`config.mk`:
```
export PLATFORM = sky130hd
export DESIGN_NAME = scr_config_regs
export DESIGN_NICKNAME = d
export VERILOG_FILES = /design/src/hw/scr_pkg.sv /design/src/hw/scr_config_regs.sv
export VERILOG_INCLUDE_DIRS = /design/src /design/src/hw
export SDC_FILE = /design/constraint.sdc
export NUM_CORES = 1
export LEC_CHECK = 0
export BUFFER_PORTS_ARGS = -buffer_cell sky130_fd_sc_hd__buf_2
export CORE_ASPECT_RATIO = 0.5
export CORE_UTILIZATION = 30
export DETAILED_ROUTE_END_ITERATION = 12
export GPL_TIMING_DRIVEN = 0
export SYNTH_ARGS = -nofsm -noshare
export SYNTH_HDL_FRONTEND = slang
export SYNTH_SLANG_ARGS = --single-unit
```
`constraint.sdc`:
```
create_clock -name ref_clk -period 1.5 [get_ports ref_clk]
set_input_delay 0.15 -clock ref_clk [delete_from_list [all_inputs] [get_ports ref_clk]]
set_output_delay 0.15 -clock ref_clk [all_outputs]
set_load 0.02 [all_outputs]
```
`src/hw/scr_defs.svh`:
```
`ifndef SCR_DEFS_SVH
`define SCR_DEFS_SVH
`define SCR_OFF_MISC 8'h34
`define SCR_OFF_PINSEL 8'h30
`define SCR_OFF_IRQ 8'h3C
`define SCR_MISC_RESET 32'h0000_0001
`define SCR_PINSEL_RESET 32'h0000_0000
`define SCR_IRQ_RESET 8'h00
`define SCR_B_WIN5_WIDE 15
`define SCR_B_BOOT_INV 14
`define SCR_B_WIN4_NOWAIT 13
`define SCR_B_IO1_NOWAIT 12
`define SCR_B_IO0_NOWAIT 11
`define SCR_B_DOC_NOWAIT 10
`define SCR_B_ROM_NOWAIT 9
`define SCR_B_IO1_WIDE 8
`define SCR_B_IO0_WIDE 7
`define SCR_B_DOC_WIDE 6
`define SCR_B_WIN4_WIDE 5
`define SCR_B_IR_EN 4
`define SCR_B_BOOT_STAT 3
`define SCR_B_WIN5_NOWAIT 2
`define SCR_B_DISC 0
`define SCR_B_MON 30
`define SCR_MISC_WMASK 32'h0000_FFF5
`define SCR_B_PIN_WIN4 1
`define SCR_B_PIN_CMD_LO 2
`define SCR_B_PIN_CMD_HI 21
`endif

```
`src/hw/scr_pkg.sv`:
```
package scr_pkg;
	// chip select order: win5, win4, io1, io0, diskchip, bootrom
	typedef struct packed {
		logic win5;
		logic win4;
		logic io1;
		logic io0;
		logic diskchip;
		logic bootrom;
	} scr_cs_t;
	typedef enum logic [1:0] {
		SCR_CMD_GPIO = 2'b00,
		SCR_CMD_IOCS = 2'b01,
		SCR_CMD_IOW = 2'b10,
		SCR_CMD_DOC = 2'b11
	} scr_cmd_t;
	typedef enum logic [1:0] {
		SCR_DISC_BOTH_PROG = 2'b00,
		SCR_DISC_RD_LINE = 2'b01,
		SCR_DISC_LINE = 2'b10
	} scr_disc_t;
endpackage

```
`src/hw/scr_config_regs.sv`:
```
// Design decision made here: the address-and-strobe port.
`timescale 1ns/1ps
`include "scr_defs.svh"
// Overview of operation
// - pin-select bit 1 picks GPIO or window-4 chip select on its ball
// - bit 30 reads the monitor strap latched after power-on reset
// - bit 15 picks 8 or 16 bit cycles for window-5 select
// - bit 14 inverts the boot width reading
// - bit 13 enables zero wait states for window-4 select
// - bits 12 and 11 enable zero waits for io selects 1 and 0
// - bits 10 and 9 enable zero waits for diskchip and boot ROM
// - bits 8 and 7 pick widths of io selects 1 and 0
// - bit 6 picks diskchip select width
// - bit 5 picks window-4 select width
// - bit 3 reads boot width strap, read only
// - bit 2 enables zero wait states for window-5 select
// - disconnect bit resets to one
// - low nibble zero disables, else picks IRQ line, two codes reserved
// - routed interrupt drives a shareable open-drain style request
module scr_config_regs (
	input wire logic ref_clk,
	input wire logic reset,
	input wire logic clkEn,
	input wire logic [7:0] regAddr,
	input wire logic [31:0] regWdata,
	input wire logic regWr,
	input wire logic regRd,
	output logic [31:0] regRdata,
	input wire logic bus_monitor_strap,
	input wire logic boot_width_strap,
	input wire logic [1:0] procDiscField,
	input wire logic timerIrq,
	input wire scr_pkg::scr_cs_t csActive,
	output logic zero_wait_ctl_n,
	output logic cycleWide,
	output scr_pkg::scr_cs_t csWide,
	output scr_pkg::scr_cs_t csNowait,
	output logic win4_cs_ball_select,
	output scr_pkg::scr_cmd_t cmdBallMode,
	output logic irTxOe,
	output scr_pkg::scr_disc_t discPolicy,
	output logic [15:0] irqOut,
	output logic [15:0] irqOe,
	output logic bootWide
);
	import scr_pkg::*;
	logic [31:0] misc_q;
	logic [31:0] pin_q;
	logic [7:0] irq_q;
	logic [31:0] rdata_q;
	logic strapDone_q;
	logic monStrap_q;
	logic bootStrap_q;
	logic [3:0] timer_irq_code;
	logic [31:0] miscRead;
	logic [31:0] rdMux;
	logic hitMisc;
	logic hitPin;
	logic hitIrq;
	logic codeReserved;
	logic func_cmd_select_low;
	logic func_cmd_select_high;

	localparam int NumCs = 6;
	localparam int NumIrq = 16;

	// next-state values, one per flop group
	logic [31:0] misc_d;
	logic [31:0] pin_d;
	logic [7:0] irq_d;
	logic [31:0] rdata_d;
	logic strapDone_d;
	logic monStrap_d;
	logic bootStrap_d;

	// qualified bus strobes
	logic wrMisc;
	logic wrPin;
	logic wrIrq;
	logic rdAny;
	// straps are taken once, so later pin noise cannot change status bits
	logic strapTake;

	// read words per register
	logic [31:0] pinRead;
	logic [31:0] irqRead;

	// misc register fields, all plain copies of register bits
	logic win5Wide;
	logic win4Wide;
	logic io1Wide;
	logic io0Wide;
	logic diskWide;
	logic win5Nowait;
	logic win4Nowait;
	logic io1Nowait;
	logic io0Nowait;
	logic diskNowait;
	logic romNowait;
	logic bootInvert;
	logic irDrive;
	logic discBit;
	// processor side may only force the line policy on, through procDiscField bit 1
	logic lineForced;

	// per-select vectors, bit 0 is bootrom as in scr_cs_t
	logic [NumCs-1:0] activeVec;
	logic [NumCs-1:0] wideVec;
	logic [NumCs-1:0] nowaitVec;
	logic [NumCs-1:0] wideHit;
	logic [NumCs-1:0] nowaitHit;

	// interrupt routing
	logic codeDisable;
	logic routeOn;
	logic [NumIrq-1:0] lineSel;

	assign hitMisc = (regAddr == `SCR_OFF_MISC);
	assign hitPin = (regAddr == `SCR_OFF_PINSEL);
	assign hitIrq = (regAddr == `SCR_OFF_IRQ);
	assign timer_irq_code = irq_q[3:0];
	assign func_cmd_select_low = pin_q[`SCR_B_PIN_CMD_LO];
	assign func_cmd_select_high = pin_q[`SCR_B_PIN_CMD_HI];

	// strobes need no gating by clkEn here, the flops hold while it is low
	assign wrMisc = regWr && hitMisc;
	assign wrPin = regWr && hitPin;
	assign wrIrq = regWr && hitIrq;
	assign rdAny = regRd;
	assign strapTake = !strapDone_q;

	// strap status bits inserted, bits 31 and 29:16 read zero
	always_comb begin
		miscRead = misc_q & `SCR_MISC_WMASK;
		miscRead[`SCR_B_MON] = monStrap_q;
		miscRead[`SCR_B_BOOT_STAT] = bootStrap_q;
	end

	assign pinRead = pin_q;
	// upper nibble of the route byte always reads back zero
	assign irqRead = {24'h00_0000, irq_q};
	// unmapped offsets read zero
	assign rdMux = hitMisc ? miscRead :
		hitPin ? pinRead :
		hitIrq ? irqRead : 32'h0000_0000;

	// straps caught on the first enabled edge after reset release
	assign strapDone_d = 1'b1;
	assign monStrap_d = strapTake ? bus_monitor_strap : monStrap_q;
	assign bootStrap_d = strapTake ? boot_width_strap : bootStrap_q;

	// marks that the straps have been taken
	always_ff @(posedge ref_clk) begin
		if (reset) begin
			strapDone_q <= 1'b0;
		end else if (clkEn) begin
			strapDone_q <= strapDone_d;
		end
	end

	// monitor strap status
	always_ff @(posedge ref_clk) begin
		if (reset) begin
			monStrap_q <= 1'b0;
		end else if (clkEn) begin
			monStrap_q <= monStrap_d;
		end
	end

	// boot width strap status
	always_ff @(posedge ref_clk) begin
		if (reset) begin
			bootStrap_q <= 1'b0;
		end else if (clkEn) begin
			bootStrap_q <= bootStrap_d;
		end
	end

	// reserved bits masked so stray writes never reach logic
	assign misc_d = wrMisc ? (regWdata & `SCR_MISC_WMASK) : misc_q;
	assign pin_d = wrPin ? regWdata : pin_q;
	// upper nibble kept as read
	assign irq_d = wrIrq ? {irq_q[7:4], regWdata[3:0]} : irq_q;
	// read data stands one cycle, then falls back to zero
	assign rdata_d = rdAny ? rdMux : 32'h0000_0000;

	// reset leaves the disconnect bit set, everything else clear
	always_ff @(posedge ref_clk) begin
		if (reset) begin
			misc_q <= `SCR_MISC_RESET;
		end else if (clkEn) begin
			misc_q <= misc_d;
		end
	end

	// pin function select word
	always_ff @(posedge ref_clk) begin
		if (reset) begin
			pin_q <= `SCR_PINSEL_RESET;
		end else if (clkEn) begin
			pin_q <= pin_d;
		end
	end

	// timer interrupt route byte
	always_ff @(posedge ref_clk) begin
		if (reset) begin
			irq_q <= `SCR_IRQ_RESET;
		end else if (clkEn) begin
			irq_q <= irq_d;
		end
	end

	// registered read data
	always_ff @(posedge ref_clk) begin
		if (reset) begin
			rdata_q <= 32'h0000_0000;
		end else if (clkEn) begin
			rdata_q <= rdata_d;
		end
	end

	assign regRdata = rdata_q;

	// boot select width follows the strap unless software inverts it
	assign bootWide = bootStrap_q ^ bootInvert;

	// width bits: 0 gives 8-bit cycles, 1 gives 16-bit cycles
	assign win5Wide = misc_q[`SCR_B_WIN5_WIDE];
	assign win4Wide = misc_q[`SCR_B_WIN4_WIDE];
	assign io1Wide = misc_q[`SCR_B_IO1_WIDE];
	assign io0Wide = misc_q[`SCR_B_IO0_WIDE];
	assign diskWide = misc_q[`SCR_B_DOC_WIDE];
	// nowait bits: 1 asks for zero wait states on that select
	assign win5Nowait = misc_q[`SCR_B_WIN5_NOWAIT];
	assign win4Nowait = misc_q[`SCR_B_WIN4_NOWAIT];
	assign io1Nowait = misc_q[`SCR_B_IO1_NOWAIT];
	assign io0Nowait = misc_q[`SCR_B_IO0_NOWAIT];
	assign diskNowait = misc_q[`SCR_B_DOC_NOWAIT];
	assign romNowait = misc_q[`SCR_B_ROM_NOWAIT];
	assign bootInvert = misc_q[`SCR_B_BOOT_INV];
	assign irDrive = misc_q[`SCR_B_IR_EN];
	assign discBit = misc_q[`SCR_B_DISC];
	assign lineForced = procDiscField[1];

	assign wideVec = {win5Wide, win4Wide, io1Wide, io0Wide, diskWide, bootWide};
	assign nowaitVec = {win5Nowait, win4Nowait, io1Nowait, io0Nowait, diskNowait, romNowait};
	assign activeVec = csActive;
	assign csWide = wideVec;
	assign csNowait = nowaitVec;

	// per-cycle controls for whichever select the bus is driving
	genvar gc;
	generate
		for (gc = 0; gc < NumCs; gc++) begin : gCs
			assign wideHit[gc] = activeVec[gc] && wideVec[gc];
			assign nowaitHit[gc] = activeVec[gc] && nowaitVec[gc];
		end
	endgenerate
	// zero-wait request is active low, so any hit pulls it down
	assign zero_wait_ctl_n = ~|nowaitHit;
	assign cycleWide = |wideHit;

	assign win4_cs_ball_select = pin_q[`SCR_B_PIN_WIN4];
	assign cmdBallMode = scr_cmd_t'({func_cmd_select_high, func_cmd_select_low});
	assign irTxOe = irDrive;

	assign discPolicy = lineForced ? SCR_DISC_LINE :
		(discBit ? SCR_DISC_RD_LINE : SCR_DISC_BOTH_PROG);

	// code zero turns routing off, two codes are held back and drive nothing
	assign codeReserved = (timer_irq_code == 4'h2) || (timer_irq_code == 4'hD);
	assign codeDisable = (timer_irq_code == 4'h0);
	assign routeOn = timerIrq && !codeReserved && !codeDisable;

	// active-low request, driven only while asserted so the line stays shareable
	genvar gi;
	generate
		for (gi = 0; gi < NumIrq; gi++) begin : gIrq
			assign lineSel[gi] = (timer_irq_code == 4'(gi));
			assign irqOut[gi] = 1'b0;
			assign irqOe[gi] = routeOn && lineSel[gi];
		end
	endgenerate
endmodule

```
Word-level counts from Yosys, hierarchy flattened:

Cells that the tools add are included.

* eq/ne operators: 18
* mux-type cells: 6
* bitwise logic cells: 2
* reduce and logical (&&, ||, !) cells: 44

Operators by type and width (count)
* 32-bit 2-to-1 mux: 3
* 1-bit logical AND: 33
* 4-bit equality test, second input constant: 8
* 8-bit by 6-bit equality test with 1-bit output, second input constant: 3
* 4-bit by 3-bit equality test with 1-bit output, second input constant: 4
* 6-bit OR reduction: 2
* 4-bit by 2-bit equality test with 1-bit output, second input constant: 2
* 2-bit AND reduction: 4
* 4-bit by 1-bit equality test with 1-bit output, second input constant: 1
* 4-bit logical NOT: 1
* 4-bit 2-to-1 mux: 1
* 1-bit logical NOT: 3
* 2-bit 2-to-1 mux: 1
* 1-bit logical OR: 1
* 1-bit 2-to-1 mux: 1
* 1-bit inverter: 1
* 1-bit XOR: 1

* output and inout bits: 85
* logic and storage cells: 77
* register bits after elaboration: 85

Longest topological paths before layout:

Gate-level depths: netlist (run 1).

* depth after elaboration: 6
* gate-level depth with buffers: 6
* depth with buffers taken out: 3

Worst setup path after synthesis (run 1):

OpenSTA, ideal clock, no wires.

* kind: register to output
* from: register irq_q[1]
* to: output irqOe[8]
* path slack: 0.228 ns
* stages on the path, launching flop included: 3
* buffers on the path: 0
* required time: 1.350 ns
* arrival: 1.122 ns
* path through: dfxtp_1 -> or3b_2 -> nor2_1

* longest elaborated chain between the ends: 6

RTL lines
* from (decl): RTL line scr_config_regs.sv:49 `logic [7:0] irq_q;`
* from (signal assigned): RTL line scr_config_regs.sv:208 `` irq_q <= `SCR_IRQ_RESET; ``
* from (signal assigned): RTL line scr_config_regs.sv:210 `irq_q <= irq_d;`
* 4-bit by 2-bit equality test with 1-bit output / 4-bit equality test (equally long branches): RTL line scr_config_regs.sv:272 `assign codeReserved = (timer_irq_code == 4'h2) || (timer_irq_code == 4'hD);`
* 1-bit logical OR: RTL line scr_config_regs.sv:272
* 1-bit logical NOT: RTL line scr_config_regs.sv:274 `assign routeOn = timerIrq && !codeReserved && !codeDisable;`
* 1-bit logical AND (2 in a row): RTL line scr_config_regs.sv:274
* 1-bit logical AND (*): RTL line scr_config_regs.sv:282 `assign irqOe[gi] = routeOn && lineSel[gi];`
* to (decl): RTL line scr_config_regs.sv:43 `output logic [15:0] irqOe,`

Every way passes the cells marked *; elsewhere a longest branch is shown, timed or not.

Final worst setup path (run 1):

Ends and elaborated chain as after synthesis.

==> impl_metrics.ini, run 1 <==
[floorplan]
core.rowCount = 29
die_area_mm2 = 0.01359
fp.coreArea_mm2 = 0.01274
chipWidth_um = 163.8
die-height_um = 82.92
ioPinCount = 141
start_util = 0.3085

[critical_path]
path_class = reg -> out
crit_arrival_ps = 1340
cp-end-kind = output pin
cp.required_ps = 1350
reg2regPathDepth = 3
worstPathMaxFanout = 5
cp-start-kind = register

[clocking]
cts.sinks = 85
postCtsHoldBufs = 0
cts_buffers = 9
clockBufferDepth = 2
path_clk_slew_ps = 60
root_buffer = clkbuf_16
cts_tree = yes
clkLatencyLatePin_ps = 340
htree_num_levels = 3

[yosys]
synth_top_cell_by_area = dfxtp_1
synthAdderAreaFrac = 0
synthCells = 392
synth.area.top_cells = dfxtp_1 43%, mux2i_1 17%, nand2b_1 13%
synthMuxAreaShare = 0.1732
synth_compound_area_frac = 0.07834
synth_seq_area_share = 0.4331
synth_cell_types = 32
yosys_warnings = 0
syn_area_per_cell_um2 = 10.02
syn_area_mm2 = 0.003929
netlist.area_leader.share = 0.4331
synth-simple-area-share = 0.2124
synth_xor_area_frac = 0.002229
ys_ff_latch = 85
synth_top_family_by_area = simple AND/OR/NAND/NOR gates

[sta]
period_minus_slack_ps = 1488
worst_slew_pin_slew_ps = 622.0
slew_viol_final = 0
rsz0062_at_grt = true
setup_viol = 0
fmax_ghz = 0.6720
slew_headroom = 0.5854
setup-tns-final_ps = 0
fin_worst_skew_ps = 4.448
hold_viol = 0
fin_ws_ps = 11.91
fin_crit_sh = 0.9921
whs_ps = 67.89

[route]
vias_per_cell = 4.307
vias = 3084
drt_pass1_iterations = 4
wirelength_um = 9660
drc = 0
wire_per_inst_um = 13.49
drtAntennaViolNets = 0
drtIter0Drc = 130

[final_layout]
layout_common_cells = 118 x buf_2, 83 x nand2b_1, 77 x dfxtp_1, 68 x mux2i_1, 40 x buf_4
stdcell_count = 716
layout.nets = 597
diodes = 0
area_growth_pct = 31.97
drive_gt1_frac = 0.3608
nFillCells = 1298
final_common_cell = buf_2

[power_and_ir_drop]
p_per_area_mw_per_mm2 = 969.9
vdd_drop_max_uv = 653.5
p_total_mw = 5.029
p_leak_nw = 2.664

[outcome]
status = completed

[hold_path]
hold_path.class = in -> reg
holdPathStages = 3

[placed_design]
pre_cts_slack_ps = -47.55
io_buffers = 119
placed_cells = 699
gp_congestion = 0.7785
hpwl_um = 7337

[grt]
grt_pass1_vias = 3086
antenna_found_initial = 0
gr-total-overflow = 0
grt_start_max_net_pins = 15
grt_pass1_wl_um = 15790
track_usage = 0.1493

[flow_run]
cap_violations = 0
final timing paths:
path / from / endpoint / slack [ps]
worst max register to register: irq_q[1] / regRdata[1] / 540
worst max-delay path: irq_q[1] / irqOe[8] / 10
worst min-delay path: regWdata[16] / pinRead[16] / 70
worst min register to register: regRdata[11] / regRdata[11] / 450
flip-flops by register name, indices dropped and copies added (netlist names):
name         count
pinRead         32
regRdata        32
misc_q          14
irq_q            4
bootStrap_q      1
monStrap_q       1
strapDone_q      1
area by class of cell:
type | count | area (um^2) | area share
clock inverter | 6 | 86.33 | 0.01665
multi-input combinational | 268 | 1932 | 0.3726
sequential | 85 | 1717 | 0.3311
tap | 170 | 212.7 | 0.04102
clock buffer | 10 | 229.0 | 0.04416
timing repair buffer | 120 | 616.8 | 0.1190
buffer | 57 | 391.6 | 0.07553
critical path, cell delays in order, from the launching register on:
cell	delay [ps]
dfxtp_4	350
or3b_4	410
nor2_1	100
buf_4	150
stage by stage:
step / area, um^2 / utilization
detailed placement: 4805 / 0.3772
finish: 5185 / 0.4071
global route: 5185 / 0.4071
global placement: 4805 / 0.3772
CTS: 5155 / 0.4048
floorplan: 3996 / -
where the power goes:
group	total, mW	switching (mW)	internal, mW
registers	2.26	0.00479	2.26
logic	0.378	0.206	0.172
clock network	2.39	0.924	1.46
timing repair:
item                       in CTS  in global routing
setup endpoints to repair       6                  5
setup buffers                   0                  1
pin swaps                       2                  2
resized for setup              13                  8
per-layer routing:
metal  up-vias  share of wire  global-route usage
li1       1585              -                   -
met1      1431           0.47              0.1887
met2        59           0.48              0.2485
met3         9          0.042             0.04146
met4         0          0.010             0.04040
met5         -              0                   0
Yosys cell counts:
cell type / number
a221oi_1: 1
a222oi_1: 1
a22o_1: 20
a22oi_1: 3
and2_0: 1
and3_1: 1
and4b_1: 1
buf_2: 3
buf_4: 36
buf_6: 5
clkbuf_1: 12
clkbuf_2: 1
conb_1: 1
dfxtp_1: 85
mux2i_1: 68
nand2_1: 16
nand2b_1: 83
nand3_1: 3
nand3b_1: 2
nand4_1: 1
nand4_4: 2
nor2_1: 19
nor2b_1: 3
nor3_1: 2
nor3b_1: 1
nor3b_4: 1
nor4b_1: 1
nor4bb_1: 1
o21ai_0: 13
o2bb2ai_1: 3
or3b_2: 1
xor2_1: 1
kinds of logic (layout without fill, tap and decap cells):
group                  after synthesis  after routing
AO/OA/AOI/OAI                       41             41
XOR/XNOR                             1              1
buffers and inverters               57            193
flip-flops                          85             85
multiplexers                        68             68
other                                1             19
AND/OR/NAND/NOR                    139            139
(Power assumes the default switching activity.)
==> inputs of run 2 (changes only) <==
--- a/config.mk
+++ b/config.mk
@@ -8,6 +8,7 @@
 export LEC_CHECK = 0
 export BUFFER_PORTS_ARGS = -buffer_cell sky130_fd_sc_hd__buf_2
 export CORE_ASPECT_RATIO = 0.5
+export CORE_MARGIN = 5
 export CORE_UTILIZATION = 30
 export DETAILED_ROUTE_END_ITERATION = 12
 export GPL_TIMING_DRIVEN = 0
==> constraint.sdc (replaced) <==
create_clock -name ref_clk -period 1.9 [get_ports ref_clk]
set_input_delay 0.19 -clock ref_clk [delete_from_list [all_inputs] [get_ports ref_clk]]
set_output_delay 0.19 -clock ref_clk [all_outputs]
set_load 0.02 [all_outputs]
==> run 2 against run 1 <==
Compared with the run above:
- sequential power shrank 21%
- clock-buffer cell count unchanged
- sequential cell count unchanged
- setup slack better by 220 ps
- global-route usage fell by 2.0 points
- utilization shrank 0.56 points
- combinational power is 22% lower
- cell count fell by 0.14%
- first-iteration DRC count grew 3.1%
- sequential share of layout area grew 0.17 points
- largest power group unchanged
- design area fell by 1.4%
==> impl_metrics.ini, run 2 (synthesis gave the netlist of run 1 again) <==
[clocking]
cts_buffers = 9
cts.sinks = 85
post_cts_buffers = 0
htree_num_levels = 3
cts-resized-gates = 0
clkLatencyLatePin_ps = 330
path_clk_slew_ps = 70
cts_tree = yes
clockBufferDepth = 2
postCtsHoldBufs = 0
root_buffer = clkbuf_16

[final_layout]
drive_gt1_frac = 0.3376
layout_common_cells = 122 x buf_2, 85 x dfxtp_1, 83 x nand2b_1, 68 x mux2i_1, 36 x buf_4
area_growth_pct = 30.16
layout.nets = 596
nFillCells = 1278
final_common_cell = buf_2
diodes = 0

[critical_path]
cp-start-kind = register
rr_startpoint = strapDone_q
r2r_slack_ps = 990
timing.rr.end = monStrap_q
path_class = reg -> out
cp.required_ps = 1710
crit_arrival_ps = 1470
cp-end-kind = output pin
critical-path-max-stage-delay_ps = 510
crit_path_start = irq_q[1]
worstPathMaxFanout = 6
reg2regPathDepth = 3
critical_path.cell_chain = or3b_2, nor2_1, buf_2
worst_path_max_delay_cell = or3b_2

[route]
drt_pass1_iterations = 4
vias_per_cell = 4.373
vias = 3127
drc = 0
drtAntennaViolNets = 0
wirelength_um = 10110
drtIter0Drc = 134
wire_per_inst_um = 14.14

[floorplan]
core.rowCount = 29
ioPinCount = 141
chipWidth_um = 171.8
die_area_mm2 = 0.01562
die-height_um = 90.92
fp.coreArea_mm2 = 0.01274
start_util = 0.3085

[sta]
slew_headroom = 0.5692
rsz0062_at_grt = false
whs_ps = 108.7
setup_viol = 0
fin_ws_ps = 236.6
fin_crit_sh = 0.8755
fmax_ghz = 0.6012
period_minus_slack_ps = 1663
fin_worst_skew_ps = 5.170
setup-tns-final_ps = 0
slew_viol_final = 0
worst_slew_pin_slew_ps = 646.1
hold_viol = 0

[placed_design]
pre_cts_slack_ps = 260.0
hpwl_um = 7895
gp_congestion = 0.7566
io_buffers = 119

[power_and_ir_drop]
vdd_drop_max_uv = 462.0
p_per_area_mw_per_mm2 = 759.2
p_leak_nw = 2.645

[grt]
grt_start_max_net_pins = 16
grt_pass1_wl_um = 15970
gr-total-overflow = 0
grt_pass1_vias = 3032
antenna_found_initial = 0
track_usage = 0.1292

[hold_path]
hp-start = regWdata[22]
hold_end = pinRead[22]
hold_path.class = in -> reg
holdPathStages = 3

[flow_run]
cap_violations = 0

[outcome]
status = completed
-- run 2: cell count changes in the layout (fill, tap and decap cells not counted), moves of 4 or more --
cell and change:
dfxtp_2 -6, dfxtp_1 +8, buf_4 -4, buf_2 +4
-- run 2: layer usage --
| metal | routed length [um] | track usage | part of all wire | vias up |
|---|---|---|---|---|
| met5 | 0 | 0 | 0 | - |
| met4 | 60 | 0.02354 | 0.0059 | 0 |
| met3 | 660 | 0.04329 | 0.065 | 5 |
| met2 | 4938 | 0.2184 | 0.49 | 71 |
| met1 | 4453 | 0.1625 | 0.44 | 1462 |
| li1 | - | - | - | 1589 |
-- run 2: report_power, final --
group | leakage (nW) | switching, mW | internal, mW
registers | 0.685 | 0.00323 | 1.79
logic | 1.81 | 0.161 | 0.134
clock network | 0.153 | 0.731 | 1.07
-- run 2: area by class of cell --
type                       count  area, um^2  share of cell area
sequential                    85        1702              0.3328
buffer                        57       391.6             0.07658
multi-input combinational    268        1903              0.3722
tap                          170       212.7             0.04160
timing repair buffer         119       595.6              0.1165
clock buffer                  10       239.0             0.04673
clock inverter                 6       70.07             0.01370
-- run 2: how the worst max path moves through the flow --
| stage | end | depth (start not counted) |
|---|---|---|
| 2_1_floorplan | irqOe[8] | 2 |
| 3_3_place_gp | pinRead[31] | 5 |
| 3_5_place_dp | regRdata[7] | 5 |
| 4_1_cts | irqOe[9] | 3 |
| 5_1_grt | irqOe[9] | 3 |
| 6_report | irqOe[9] | 3 |
-- run 2: stage by stage --
step	total power, mW	cells	utilization	area, um^2
finish	3.882	715	0.4015	5114
detailed placement	2.126	699	0.3772	4805
global route	4.024	715	0.4015	5114
CTS	3.933	715	0.4015	5114
floorplan	2.016	410	-	3996
global placement	2.125	699	0.3772	4805
-- run 2: worst max-delay path, delay by kind of cell (launching register included) --
kind	cells	cell delay, ps
AND/OR/NAND/NOR	2	620
buffers and inverters	1	170
flip-flops	1	360
